$ cat config.mk
export PLATFORM = sky130hd
export DESIGN_NAME = period_timer
export DESIGN_NICKNAME = d
export VERILOG_FILES = /design/src/verilog/period_timer_pkg.sv /design/src/verilog/period_timer.sv
export SDC_FILE = /design/constraint.sdc
export NUM_CORES = 1
export LEC_CHECK = 0
export BUFFER_PORTS_ARGS = -buffer_cell sky130_fd_sc_hd__buf_2
export CORE_ASPECT_RATIO = 0.6
export CORE_MARGIN = 5
export CORE_UTILIZATION = 47
export DETAILED_ROUTE_END_ITERATION = 10
export MAX_ROUTING_LAYER = met4
export PLACE_DENSITY = 0.76
export SYNTH_ARGS = -nofsm -noshare
export SYNTH_HDL_FRONTEND = slang
export SYNTH_SLANG_ARGS = --single-unit
$ cat constraint.sdc
create_clock -name hclk -period 2.3 [get_ports hclk]
set_input_delay 0.46 -clock hclk [delete_from_list [all_inputs] [get_ports hclk]]
set_output_delay 0.46 -clock hclk [all_outputs]
set_load 0.03 [all_outputs]
$ cat src/verilog/period_timer_pkg.sv
// Package for the period timer: register indices, field layout, reset
// values, the state record and the time-base carrier.
// Assumes a 32-bit AHB-Lite register bus with word-aligned registers.
`default_nettype none

package period_timer_pkg;

  // Register indices; byte address is four times the index
  localparam logic [7:0] IDX_FLAGS   = 8'h0C;
  localparam logic [7:0] IDX_COUNT   = 8'h11;
  localparam logic [7:0] IDX_CONTROL = 8'h12;
  localparam logic [7:0] IDX_ENABLES = 8'h8C;
  localparam logic [7:0] IDX_LIMIT   = 8'h92;

  // Field positions
  localparam int          MATCH_BIT   = 1;
  localparam int          RUN_BIT     = 2;
  localparam int          PRE_LO      = 0;
  localparam int          POST_LO     = 3;

  // Reset values
  localparam logic [7:0] COUNT_RST   = 8'h00;
  localparam logic [7:0] LIMIT_RST   = 8'hFF;
  localparam logic [6:0] CONTROL_RST = 7'h00;

  // Instruction clock is the bus clock divided by four
  localparam logic [1:0] INST_LAST   = 2'h3;

  // Prescaler terminal counts for divide by 1, 4 and 16
  localparam logic [3:0] PRE_LAST_1  = 4'h0;
  localparam logic [3:0] PRE_LAST_4  = 4'h3;
  localparam logic [3:0] PRE_LAST_16 = 4'hF;

  typedef struct packed {
    logic [7:0] count;
    logic       match;
  } time_base_t;

  typedef struct packed {
    logic [7:0] count_q;
    logic [7:0] limit_q;
    logic [6:0] control_q;
    logic [3:0] pre_q;
    logic [3:0] post_q;
    logic [1:0] inst_q;
    logic       flag_q;
    logic       enable_q;
    logic       match_q;
    logic       wr_q;
    logic [7:0] idx_q;
    logic [7:0] rdata_q;
  } state_t;

endpackage

`default_nettype wire

$ cat src/verilog/period_timer.sv
// Period timer with prescaler and postscaler behind an AHB-Lite slave.
// Assumes hclk is the oscillator clock, one bus master, word transfers.
`default_nettype none

module period_timer (
  input  wire logic                          hclk,
  input  wire logic                          hresetn,
  input  wire logic                          hsel,
  input  wire logic [31:0]                   haddr,
  input  wire logic [1:0]                    htrans,
  input  wire logic                          hwrite,
  input  wire logic [2:0]                    hsize,
  input  wire logic [31:0]                   hwdata,
  input  wire logic                          hready,
  output      logic                          hreadyout,
  output      logic [31:0]                   hrdata,
  output      logic                          hresp,
  output      logic                          irq,
  output      logic                          ssp_match,
  output      period_timer_pkg::time_base_t  time_base
);

  period_timer_pkg::state_t s_q;
  period_timer_pkg::state_t s_d;

  logic       addr_ok;
  logic       take;
  logic       wr_count;
  logic       wr_control;
  logic       wr_limit;
  logic       wr_flags;
  logic       wr_enables;
  logic       run;
  logic       inst_en;
  logic       tick;
  logic       at_limit;
  logic       post_hit;
  logic       match_now;
  logic       flag_set;
  logic [7:0] wbyte;

  // Terminal count of the prescaler for a given select code
  function automatic logic [3:0] pre_last(input logic [1:0] sel);
    logic [3:0] r;
    r = period_timer_pkg::PRE_LAST_16;
    case (sel)
      2'h0:    r = period_timer_pkg::PRE_LAST_1;
      2'h1:    r = period_timer_pkg::PRE_LAST_4;
      default: r = period_timer_pkg::PRE_LAST_16;
    endcase
    return r;
  endfunction

  // Read value of a register; unmapped indices read zero
  function automatic logic [7:0] read_reg(
    input logic [7:0]               idx,
    input period_timer_pkg::state_t st
  );
    logic [7:0] r;
    r = 8'h00;
    case (idx)
      period_timer_pkg::IDX_FLAGS:
        r[period_timer_pkg::MATCH_BIT] = st.flag_q;
      period_timer_pkg::IDX_ENABLES:
        r[period_timer_pkg::MATCH_BIT] = st.enable_q;
      period_timer_pkg::IDX_COUNT:   r = st.count_q;
      period_timer_pkg::IDX_CONTROL: r = {1'b0, st.control_q};
      period_timer_pkg::IDX_LIMIT:   r = st.limit_q;
      default:                       r = 8'h00;
    endcase
    return r;
  endfunction

  // Address phase decode: index sits in haddr[9:2], upper bits must be 0
  assign addr_ok = (haddr[31:10] == 22'h000000) && (haddr[1:0] == 2'h0);
  assign take    = hsel && htrans[1] && hready;

  // Data phase writes use the low byte lane only
  assign wbyte      = hwdata[7:0];
  assign wr_count   = s_q.wr_q && (s_q.idx_q == period_timer_pkg::IDX_COUNT);
  assign wr_control = s_q.wr_q &&
                      (s_q.idx_q == period_timer_pkg::IDX_CONTROL);
  assign wr_limit   = s_q.wr_q && (s_q.idx_q == period_timer_pkg::IDX_LIMIT);
  assign wr_flags   = s_q.wr_q && (s_q.idx_q == period_timer_pkg::IDX_FLAGS);
  assign wr_enables = s_q.wr_q &&
                      (s_q.idx_q == period_timer_pkg::IDX_ENABLES);

  assign run      = s_q.control_q[period_timer_pkg::RUN_BIT];
  assign inst_en  = (s_q.inst_q == period_timer_pkg::INST_LAST);
  assign tick     = inst_en && run &&
                    (s_q.pre_q ==
                     pre_last(s_q.control_q[period_timer_pkg::PRE_LO +: 2]));
  assign at_limit = (s_q.count_q == s_q.limit_q);
  assign post_hit = (s_q.post_q ==
                     s_q.control_q[period_timer_pkg::POST_LO +: 4]);
  // A counter or control write in the same cycle takes precedence
  assign match_now = tick && at_limit && !wr_count && !wr_control;
  assign flag_set  = match_now && post_hit;

  always_comb begin
    s_d          = s_q;
    s_d.match_q  = 1'b0;

    // Instruction clock phase runs free so the rate never drifts
    s_d.inst_q = s_q.inst_q + 2'h1;

    // Prescaler and counter only move while running
    if (inst_en && run) begin
      if (tick) begin
        s_d.pre_q = 4'h0;
      end else begin
        s_d.pre_q = s_q.pre_q + 4'h1;
      end
    end

    if (tick) begin
      if (at_limit) begin
        s_d.count_q = 8'h00;
      end else begin
        s_d.count_q = s_q.count_q + 8'h01;
      end
    end

    if (match_now) begin
      s_d.match_q = 1'b1;
      if (post_hit) begin
        s_d.post_q = 4'h0;
      end else begin
        s_d.post_q = s_q.post_q + 4'h1;
      end
    end

    // Register writes override the counting above
    if (wr_count) begin
      s_d.count_q = wbyte;
      s_d.pre_q   = 4'h0;
      s_d.post_q  = 4'h0;
    end
    if (wr_control) begin
      s_d.control_q = wbyte[6:0];
      s_d.count_q   = s_q.count_q;
      s_d.pre_q     = 4'h0;
      s_d.post_q    = 4'h0;
    end
    if (wr_limit) begin
      s_d.limit_q = wbyte;
    end
    if (wr_enables) begin
      s_d.enable_q = wbyte[period_timer_pkg::MATCH_BIT];
    end

    // Set beats a write-one clear arriving in the same cycle
    s_d.flag_q = flag_set ||
                 (s_q.flag_q &&
                  !(wr_flags && wbyte[period_timer_pkg::MATCH_BIT]));

    // Address phase capture; read data is taken from the next state so
    // a read right behind a write sees the written value
    s_d.wr_q = take && hwrite && addr_ok;
    s_d.idx_q = haddr[9:2];
    if (take && !hwrite) begin
      s_d.rdata_q = addr_ok ? read_reg(haddr[9:2], s_d) : 8'h00;
    end
  end

  always_ff @(posedge hclk or negedge hresetn) begin
    if (!hresetn) begin
      s_q           <= '0;
      s_q.count_q   <= period_timer_pkg::COUNT_RST;
      s_q.limit_q   <= period_timer_pkg::LIMIT_RST;
      s_q.control_q <= period_timer_pkg::CONTROL_RST;
      s_q.pre_q     <= 4'h0;
      s_q.post_q    <= 4'h0;
    end else begin
      s_q <= s_d;
    end
  end

  // Zero wait state slave; every response is OKAY
  assign hreadyout       = 1'b1;
  assign hresp           = 1'b0;
  assign hrdata          = {24'h000000, s_q.rdata_q};
  assign irq             = s_q.flag_q && s_q.enable_q;
  assign ssp_match       = s_q.match_q;
  assign time_base       = '{count: s_q.count_q, match: s_q.match_q};
endmodule // period_timer

`default_nettype wire

Word-level counts from Yosys, hierarchy flattened:

Cells that the tools add are included.

* register bits: 53
* logic and storage cells: 79

* add/subtract/negate cells: 4
* eq/ne operators: 15
* mux-type cells: 18
* reduce and logical (&&, ||, !) cells: 30

Operator list (count)
* 8-bit 2-to-1 mux: 7
* 8-bit by 5-bit == test with 1-bit output, second input constant: 4
* 8-bit == test, second input constant: 4
* 22-bit zero test: 1
* 1-bit logical AND: 20
* 6-bit case mux with 3 select lines: 1
* 8-bit by 4-bit == test with 1-bit output, second input constant: 2
* 4-bit 2-to-1 mux: 4
* 15-bit 2-to-1 mux: 1
* 4-bit by 1-bit adder with 4-bit output, second input constant: 2
* 8-bit by 1-bit adder with 8-bit output, second input constant: 1
* 4-bit == test: 2
* 8-bit == test: 1
* 4-bit case mux with 2 select lines: 1
* 3-bit nonzero test: 2
* 1-bit case mux with 5 select lines: 1
* 1-bit zero test: 4
* 2-bit zero test: 2
* 1-bit case mux with 3 select lines: 1
* 2-bit by 1-bit adder with 2-bit output, second input constant: 1
* 2-bit by 1-bit == test with 1-bit output, second input constant: 1
* 2-bit == test, second input constant: 1
* 1-bit 2-to-1 mux: 2
* 1-bit logical OR: 1

Depth between registers and ports, before layout:

Gate-level depths: netlist (run 1).

* depth in word-level cells: 12
* depth in mapped cells: 8
* depth with buffers taken out: 7

Least setup slack after synthesis (run 1):

Ideal clock, no wire load.

* path type: register to register
* start point: register s_q[13] (netlist bit)
* end point: register s_q (netlist bit hrdata[6])
* setup time: 120 ps
* data arrival time: 1888 ps
* required time: 2180 ps
* slack: 292 ps
* stages on the path, launching flop included: 8
* buffers on the path: 1
* path through: dfrtp_1 > or4b_1 > buf_4 > nor3_4 > mux2i_1 > o22ai_1 > a22o_1 > a31o_1

* longest elaborated chain between the ends: 6
* elaborated cells between the ends (all ways): 12
* those cells by class: 3 x eq/ne; 6 x mux; 3 x reduce/logical

Ends and longest elaborated chain
* start, declared: line period_timer.sv:23 `period_timer_pkg::state_t s_q;`
* 8-bit by 5-bit == test with 1-bit output: line period_timer.sv:80 `assign wr_count = s_q.wr_q && (s_q.idx_q == period_timer_pkg::IDX_COUNT);`
* 1-bit logical AND: line period_timer.sv:80
* 8-bit 2-to-1 mux: line period_timer.sv:134 `if (wr_count) begin`
* 8-bit 2-to-1 mux: line period_timer.sv:139 `if (wr_control) begin`
* 6-bit case mux with 3 select lines (*): line period_timer.sv:61 `case (idx)`
* 8-bit 2-to-1 mux (*): line period_timer.sv:162 `s_d.rdata_q = addr_ok ? read_reg(haddr[9:2], s_d) : 8'h00;`

Every way passes the cells marked *; elsewhere a longest branch is shown, timed or not.
A chain may end at the register's enable or synchronous reset.

Worst setup path after layout (run 1):

* start point: register s_q[13] (netlist bit)
* end point: register s_q (netlist bit hrdata[5])

The elaborated chain is that of the path after synthesis.

==> run metrics, run 1 <==
Port Buffers 64; min-delay worst type in -> async; CP arrival between 2000 and 2500 ps; die span in y ~75 um; Max VDD drop ~0.38 mV; Die X 118 um; setup violators final 0; RSZ-0062 raised after global routing no; fillcell total slightly above 600; reg2reg setup slack about 84 ps; Worst Setup Start Kind flip-flop; R2R Path End hrdata[5]; GRT Total Usage between 20% and 30%; CTS tree done; Worst path slowest cell or4b_1; CP cell instances or4b_1, nor3_4, buf_4, mux2i_1, o22ai_1, a22oi_1, o31ai_2; antenna-violating nets left 0; Post-layout nets approximately 480; ys flop type dfrtp_1; max_slew headroom roughly three fifths; Synth cell types 65; initial antenna violation count 0; IO Pins ~120; post-CTS setup repair buffer count 0; CTS Sinks between 50 and 60; DPL Wire Length a little over 7 mm; pin count of the biggest net entering global routing 30; sequential fraction of the synthesis area about two fifths; Mapped Cells 341; endpoints failing hold 0; Crit path largest cell delay between 600 and 700 ps; Placement Rows 23; pwr/cell area roughly 640 mW/mm^2; WL final 9.01 mm; Seq cells post-synth 53; status finished, final reports clean; Initial Util between 40% and 50%; static leakage around 0.0018 uW; WS Path Type reg -> reg; DRC 0; n_diodes 0; DR pass1 iterations 5; worst slew pin tran 608 ps; Area Growth Syn to Fin 13.6%; post-DR vias/cell ~5.8; root buffer cell clkbuf_16; final RePlAce weighted congestion between 0.9 and 1; global-route wire length before repair about 14 mm; CTS Hold Buffers Added 0; Avg WL per Cell 18.4 um; crit path max fanout 4; DRT iter0 DRCs between 200 and 300; async set or reset register ratio after synthesis 100%; grt ovf 0; WHS between 150 and 200 ps; total number of vias about 2.8k; Fmax roughly 450 MHz; Avg Cell Area, Syn about 9.7 um^2; synth warn 0; final core utilization 55.5%; clock buffer depth 2; Final Slew Violations 0; post-layout min period between 2000 and 2500 ps; H-tree depth 2; Die ar. between 0.008 and 0.009 mm^2; Num CTS Buffers 5; clock-pin slew on the worst setup and hold paths roughly 70 ps; vias in the first global route roughly 2.7k; post_cts resized 0; commonest non-fill, non-tap cell in the layout buf_2; Post-Route Skew ~4.8 ps; total of max-cap violations 0; Post-Syn Area around 0.0033 mm^2; layout cells sized above 1 between 20% and 30%; Final period util between 90 and 100%; Critical Path RT approximately 2500 ps; Fin Setup TNS 0 ps; Worst Reg-to-Reg Cells 7; core box area 0.00676 mm^2; most frequent cells in the layout 64 x buf_2, 45 x dfrtp_1, 26 x conb_1; Setup crit end kind flip-flop; Post-synth EDFFs 0; Reg2Reg Launch Point s_q[13]; Clock Latency Late Sink 300 ps
-- cells by family after synthesis --
family | synth area share [%]
buf+inv | 12.6
mux | 5.53
xor+xnor | 3.98
simple gates | 19.7
compound gates | 16.0
fa+ha+maj | 1.52
other cells | 0.227
flops | 40.5
-- state kept, by name, summed over array words and instances (netlist names) --
signal     cells
s_q           35
run            1
ssp_match      1
hrdata         8
time_base      8
-- worst max-delay path by stage --
stage / from / to / slack, ps / cells after the start
6_report: s_q[13] / hrdata[5] / 80 / 7
5_1_grt: s_q[13] / hrdata[1] / 4 / 6
4_1_cts: s_q[13] / hrdata[5] / 100 / 7
3_5_place_dp: s_q[13] / hrdata[5] / 110 / 7
3_3_place_gp: s_q[13] / hrdata[5] / 140 / 7
2_1_floorplan: s_q[13] / hrdata[6] / 290 / 7
-- power breakdown --
part	switching, uW	internal (uW)
Combinational	279	163
Clock	344	516
Sequential	113	1010
Total	736	1680
-- worst max-delay path: cells and delay by family (launching register included) --
kind	cells	cell delay, ps
flops	1	400
buf+inv	1	180
compound gates	3	400
mux	1	230
simple gates	2	890
-- per-layer routing --
layer,global-route usage (%),part of all wire [%],vias up
li1,-,-,1296
met1,30.1,44,1346
met2,30.5,43,153
met3,6.38,11,18
met4,5.60,1.5,0
met5,-,0,-
-- final cells by class --
cell class,count,area (um^2),share of cell area [%]
clock buffer,6,129,3.43
inverter,18,67.6,1.80
multi-input combinational,246,1640,43.8
tap,87,109,2.90
clock inverter,2,38.8,1.03
timing repair buffer,77,430,11.5
sequential,53,1340,35.6
-- cells in the mapped netlist (6+ instances only) --
cell type	count	area share, %
o22ai_1	7	1.3
mux2i_1	16	4.8
and3_1	7	1.3
nor4_1	6	1.1
a22oi_1	6	1.4
nand4_1	9	1.7
inv_1	18	2.0
buf_4	45	10
dfstp_2	8	6.4
o21ai_0	8	1.2
xnor2_1	12	3.2
nand3_1	10	1.5
nor2_1	22	2.5
nand2_1	18	2.0
dfrtp_1	45	34
a21oi_1	15	2.3
-- per-stage QoR --
| step | worst slack, ps | instance area, um^2 | cells | power, uW |
|---|---|---|---|---|
| final | 83.5 | 3750 | 489 | 2420 |
| after global routing | 3.77 | 3750 | 489 | 2540 |
| after CTS | 98.0 | 3750 | 489 | 2430 |
| after detailed placement | 114 | 3580 | 481 | 1570 |
| after global placement | 138 | 3580 | 481 | 1550 |
| after floorplan | 292 | 3390 | 365 | 1460 |
Power figures use the tool's default switching activity.
==> inputs of run 2 (changes only) <==
Settings changed: CELL_PAD_IN_SITES_DETAIL_PLACEMENT set to 2, CELL_PAD_IN_SITES_GLOBAL_PLACEMENT set to 2, CORE_MARGIN 5 to 4, CORE_UTILIZATION 47 to 29, PLACE_DENSITY 0.76 to unset, PLACE_DENSITY_LB_ADDON set to 0.1, TNS_END_PERCENT set to 10.
==> run 2 against run 1 <==
  * Critical path type unchanged
  * Largest cell class unchanged
  * Via count rose by 1.8%
  * Critical path depth down 1
  * Cell count rose by 15%
  * First-iteration DRC count down 49%
  * Global-route usage shrank 3.3 points
==> run metrics, run 2 (synthesis gave the netlist of run 1 again) <==
status finished, final reports clean; Comb pwr share a little over a fifth; static leakage between 0.0015 and 0.002 uW; total of max-cap violations 0; core box area 0.0108 mm^2; vias in the first global route between 3k and 4k; root buffer cell clkbuf_16; CP arrival 2400 ps; min-delay worst type in -> async; worst slew pin tran between 600 and 700 ps; Clock Latency Late Sink about 300 ps; setup violators final 0; clock network fraction of total power 35.4%; total number of vias 2,865; CTS tree done; post-CTS setup repair buffer count 0; post-place setup slack -3.33 ps; final RePlAce weighted congestion 0.839; pin count of the biggest net entering global routing 27; WL final roughly 12 mm; Final Slew Violations 0; Port Buffers 64; grt ovf 0; Critical Path RT approximately 2500 ps; Setup WS post-layout 67.1 ps; n_diodes 0; IO Pins 119; H-tree depth 2; GRT Total Usage 18.2%; register area approximately 0.0013 mm^2; Most flops, register s_q; DPL Wire Length ~9.6 mm; Fmax 448 MHz; Switching Fraction between 30% and 40%; final core utilization ~37%; design area between 0.004 and 0.005 mm^2; DRC 0; Post-Route Skew 9.75 ps; clock-pin slew on the worst setup and hold paths 80 ps; Initial Util approximately 30%; clock buffer depth 2; fillcell total roughly 1.2k; CTS Hold Buffers Added 0; Placed Area roughly 0.0038 mm^2; pwr/cell area 631 mW/mm^2; Max VDD drop between 0.3 and 0.4 mV; most frequent cells in the layout 64 x buf_2, 45 x dfrtp_1, 32 x buf_4; crit path max fanout 4; Worst Setup Start Kind flip-flop; CTS Sinks 53; DR pass1 iterations 4; Num CTS Buffers 5; commonest non-fill, non-tap cell in the layout buf_2; RSZ-0062 raised after global routing no; die span in y about 90 um; Area Growth Syn to Fin 22.0%; Int Pwr about 1700 uW; max_slew headroom 57.8%; WS Path Type reg -> reg; area of the multi-input gates roughly 0.0017 mm^2; max reg flops 35; Die X 146 um; Sequential Power Share 43.4%; post-layout min period approximately 2200 ps; sw power between 800 and 900 uW; Setup crit end kind flip-flop; endpoints failing hold 0; Placement Rows 29; DRT iter0 DRCs 144; post-DR vias/cell between 5 and 6; Avg WL per Cell 20.8 um; layout cells sized above 1 around a third; Die ar. ~0.013 mm^2; Post-layout nets ~500; global-route wire length before repair roughly 18 mm; initial antenna violation count 0; Final period util a little under 100%; post_cts resized 2; antenna-violating nets left 0
## run 2: per-stage QoR
stage / std cells / TNS [ps] / total power (uW) / hold slack [ps]
finish: 563 / 0 / 2540 / 60.7
global route: 563 / 0 / 2660 / 83.8
CTS: 563 / 0 / 2560 / 68.3
detailed placement: 555 / -3.33 / 1650 / 394
global placement: 555 / 0 / 1630 / 395
floorplan: 365 / 0 / 1460 / 164
## run 2: final timing paths
check | start | end | slack [ps] | cells past startpoint
max | s_q[10] | hrdata[5] | 70 | 6
min | hresetn | time_base[6] | 60 | 1
max reg2reg | s_q[10] | hrdata[5] | 70 | 6
min reg2reg | s_q[20] | s_q[20] | 480 | 1
max in group asynchronous | hresetn | s_q[40] | 1620 | 2
min in group hclk | haddr[7] | s_q[13] | 280 | 1
## run 2: cell type report
| class | instances | area share, % |
|---|---|---|
| multi-input combinational | 246 | 41.2 |
| sequential | 53 | 33.2 |
| timing repair buffer | 99 | 15.4 |
| tap | 139 | 4.32 |
| clock buffer | 5 | 3.10 |
| inverter | 18 | 1.68 |
| clock inverter | 3 | 1.15 |
## run 2: worst max-delay path, stage by stage (launching register included)
cell and delay (ps):
dfrtp_1 410, or3b_1 510, nor3_4 360, mux2i_2 360, o22ai_1 150, a22oi_1 210
o31ai_2 100
## run 2: power by group through the flow
| stage | clock, uW | combinational, uW | sequential, uW |
|---|---|---|---|
| floorplan | 0 | 358 | 1100 |
| global placement | 0 | 519 | 1110 |
| detailed placement | 0 | 531 | 1120 |
| CTS | 930 | 536 | 1100 |
| global route | 960 | 588 | 1110 |
| finish | 899 | 539 | 1100 |
## run 2: layer usage
layer	share of wire (%)	track usage, %	vias to the layer above
met5	0	-	-
met4	0.54	3.00	0
met3	4.4	3.51	6
met2	43	25.4	61
met1	52	27.4	1459
li1	-	-	1339
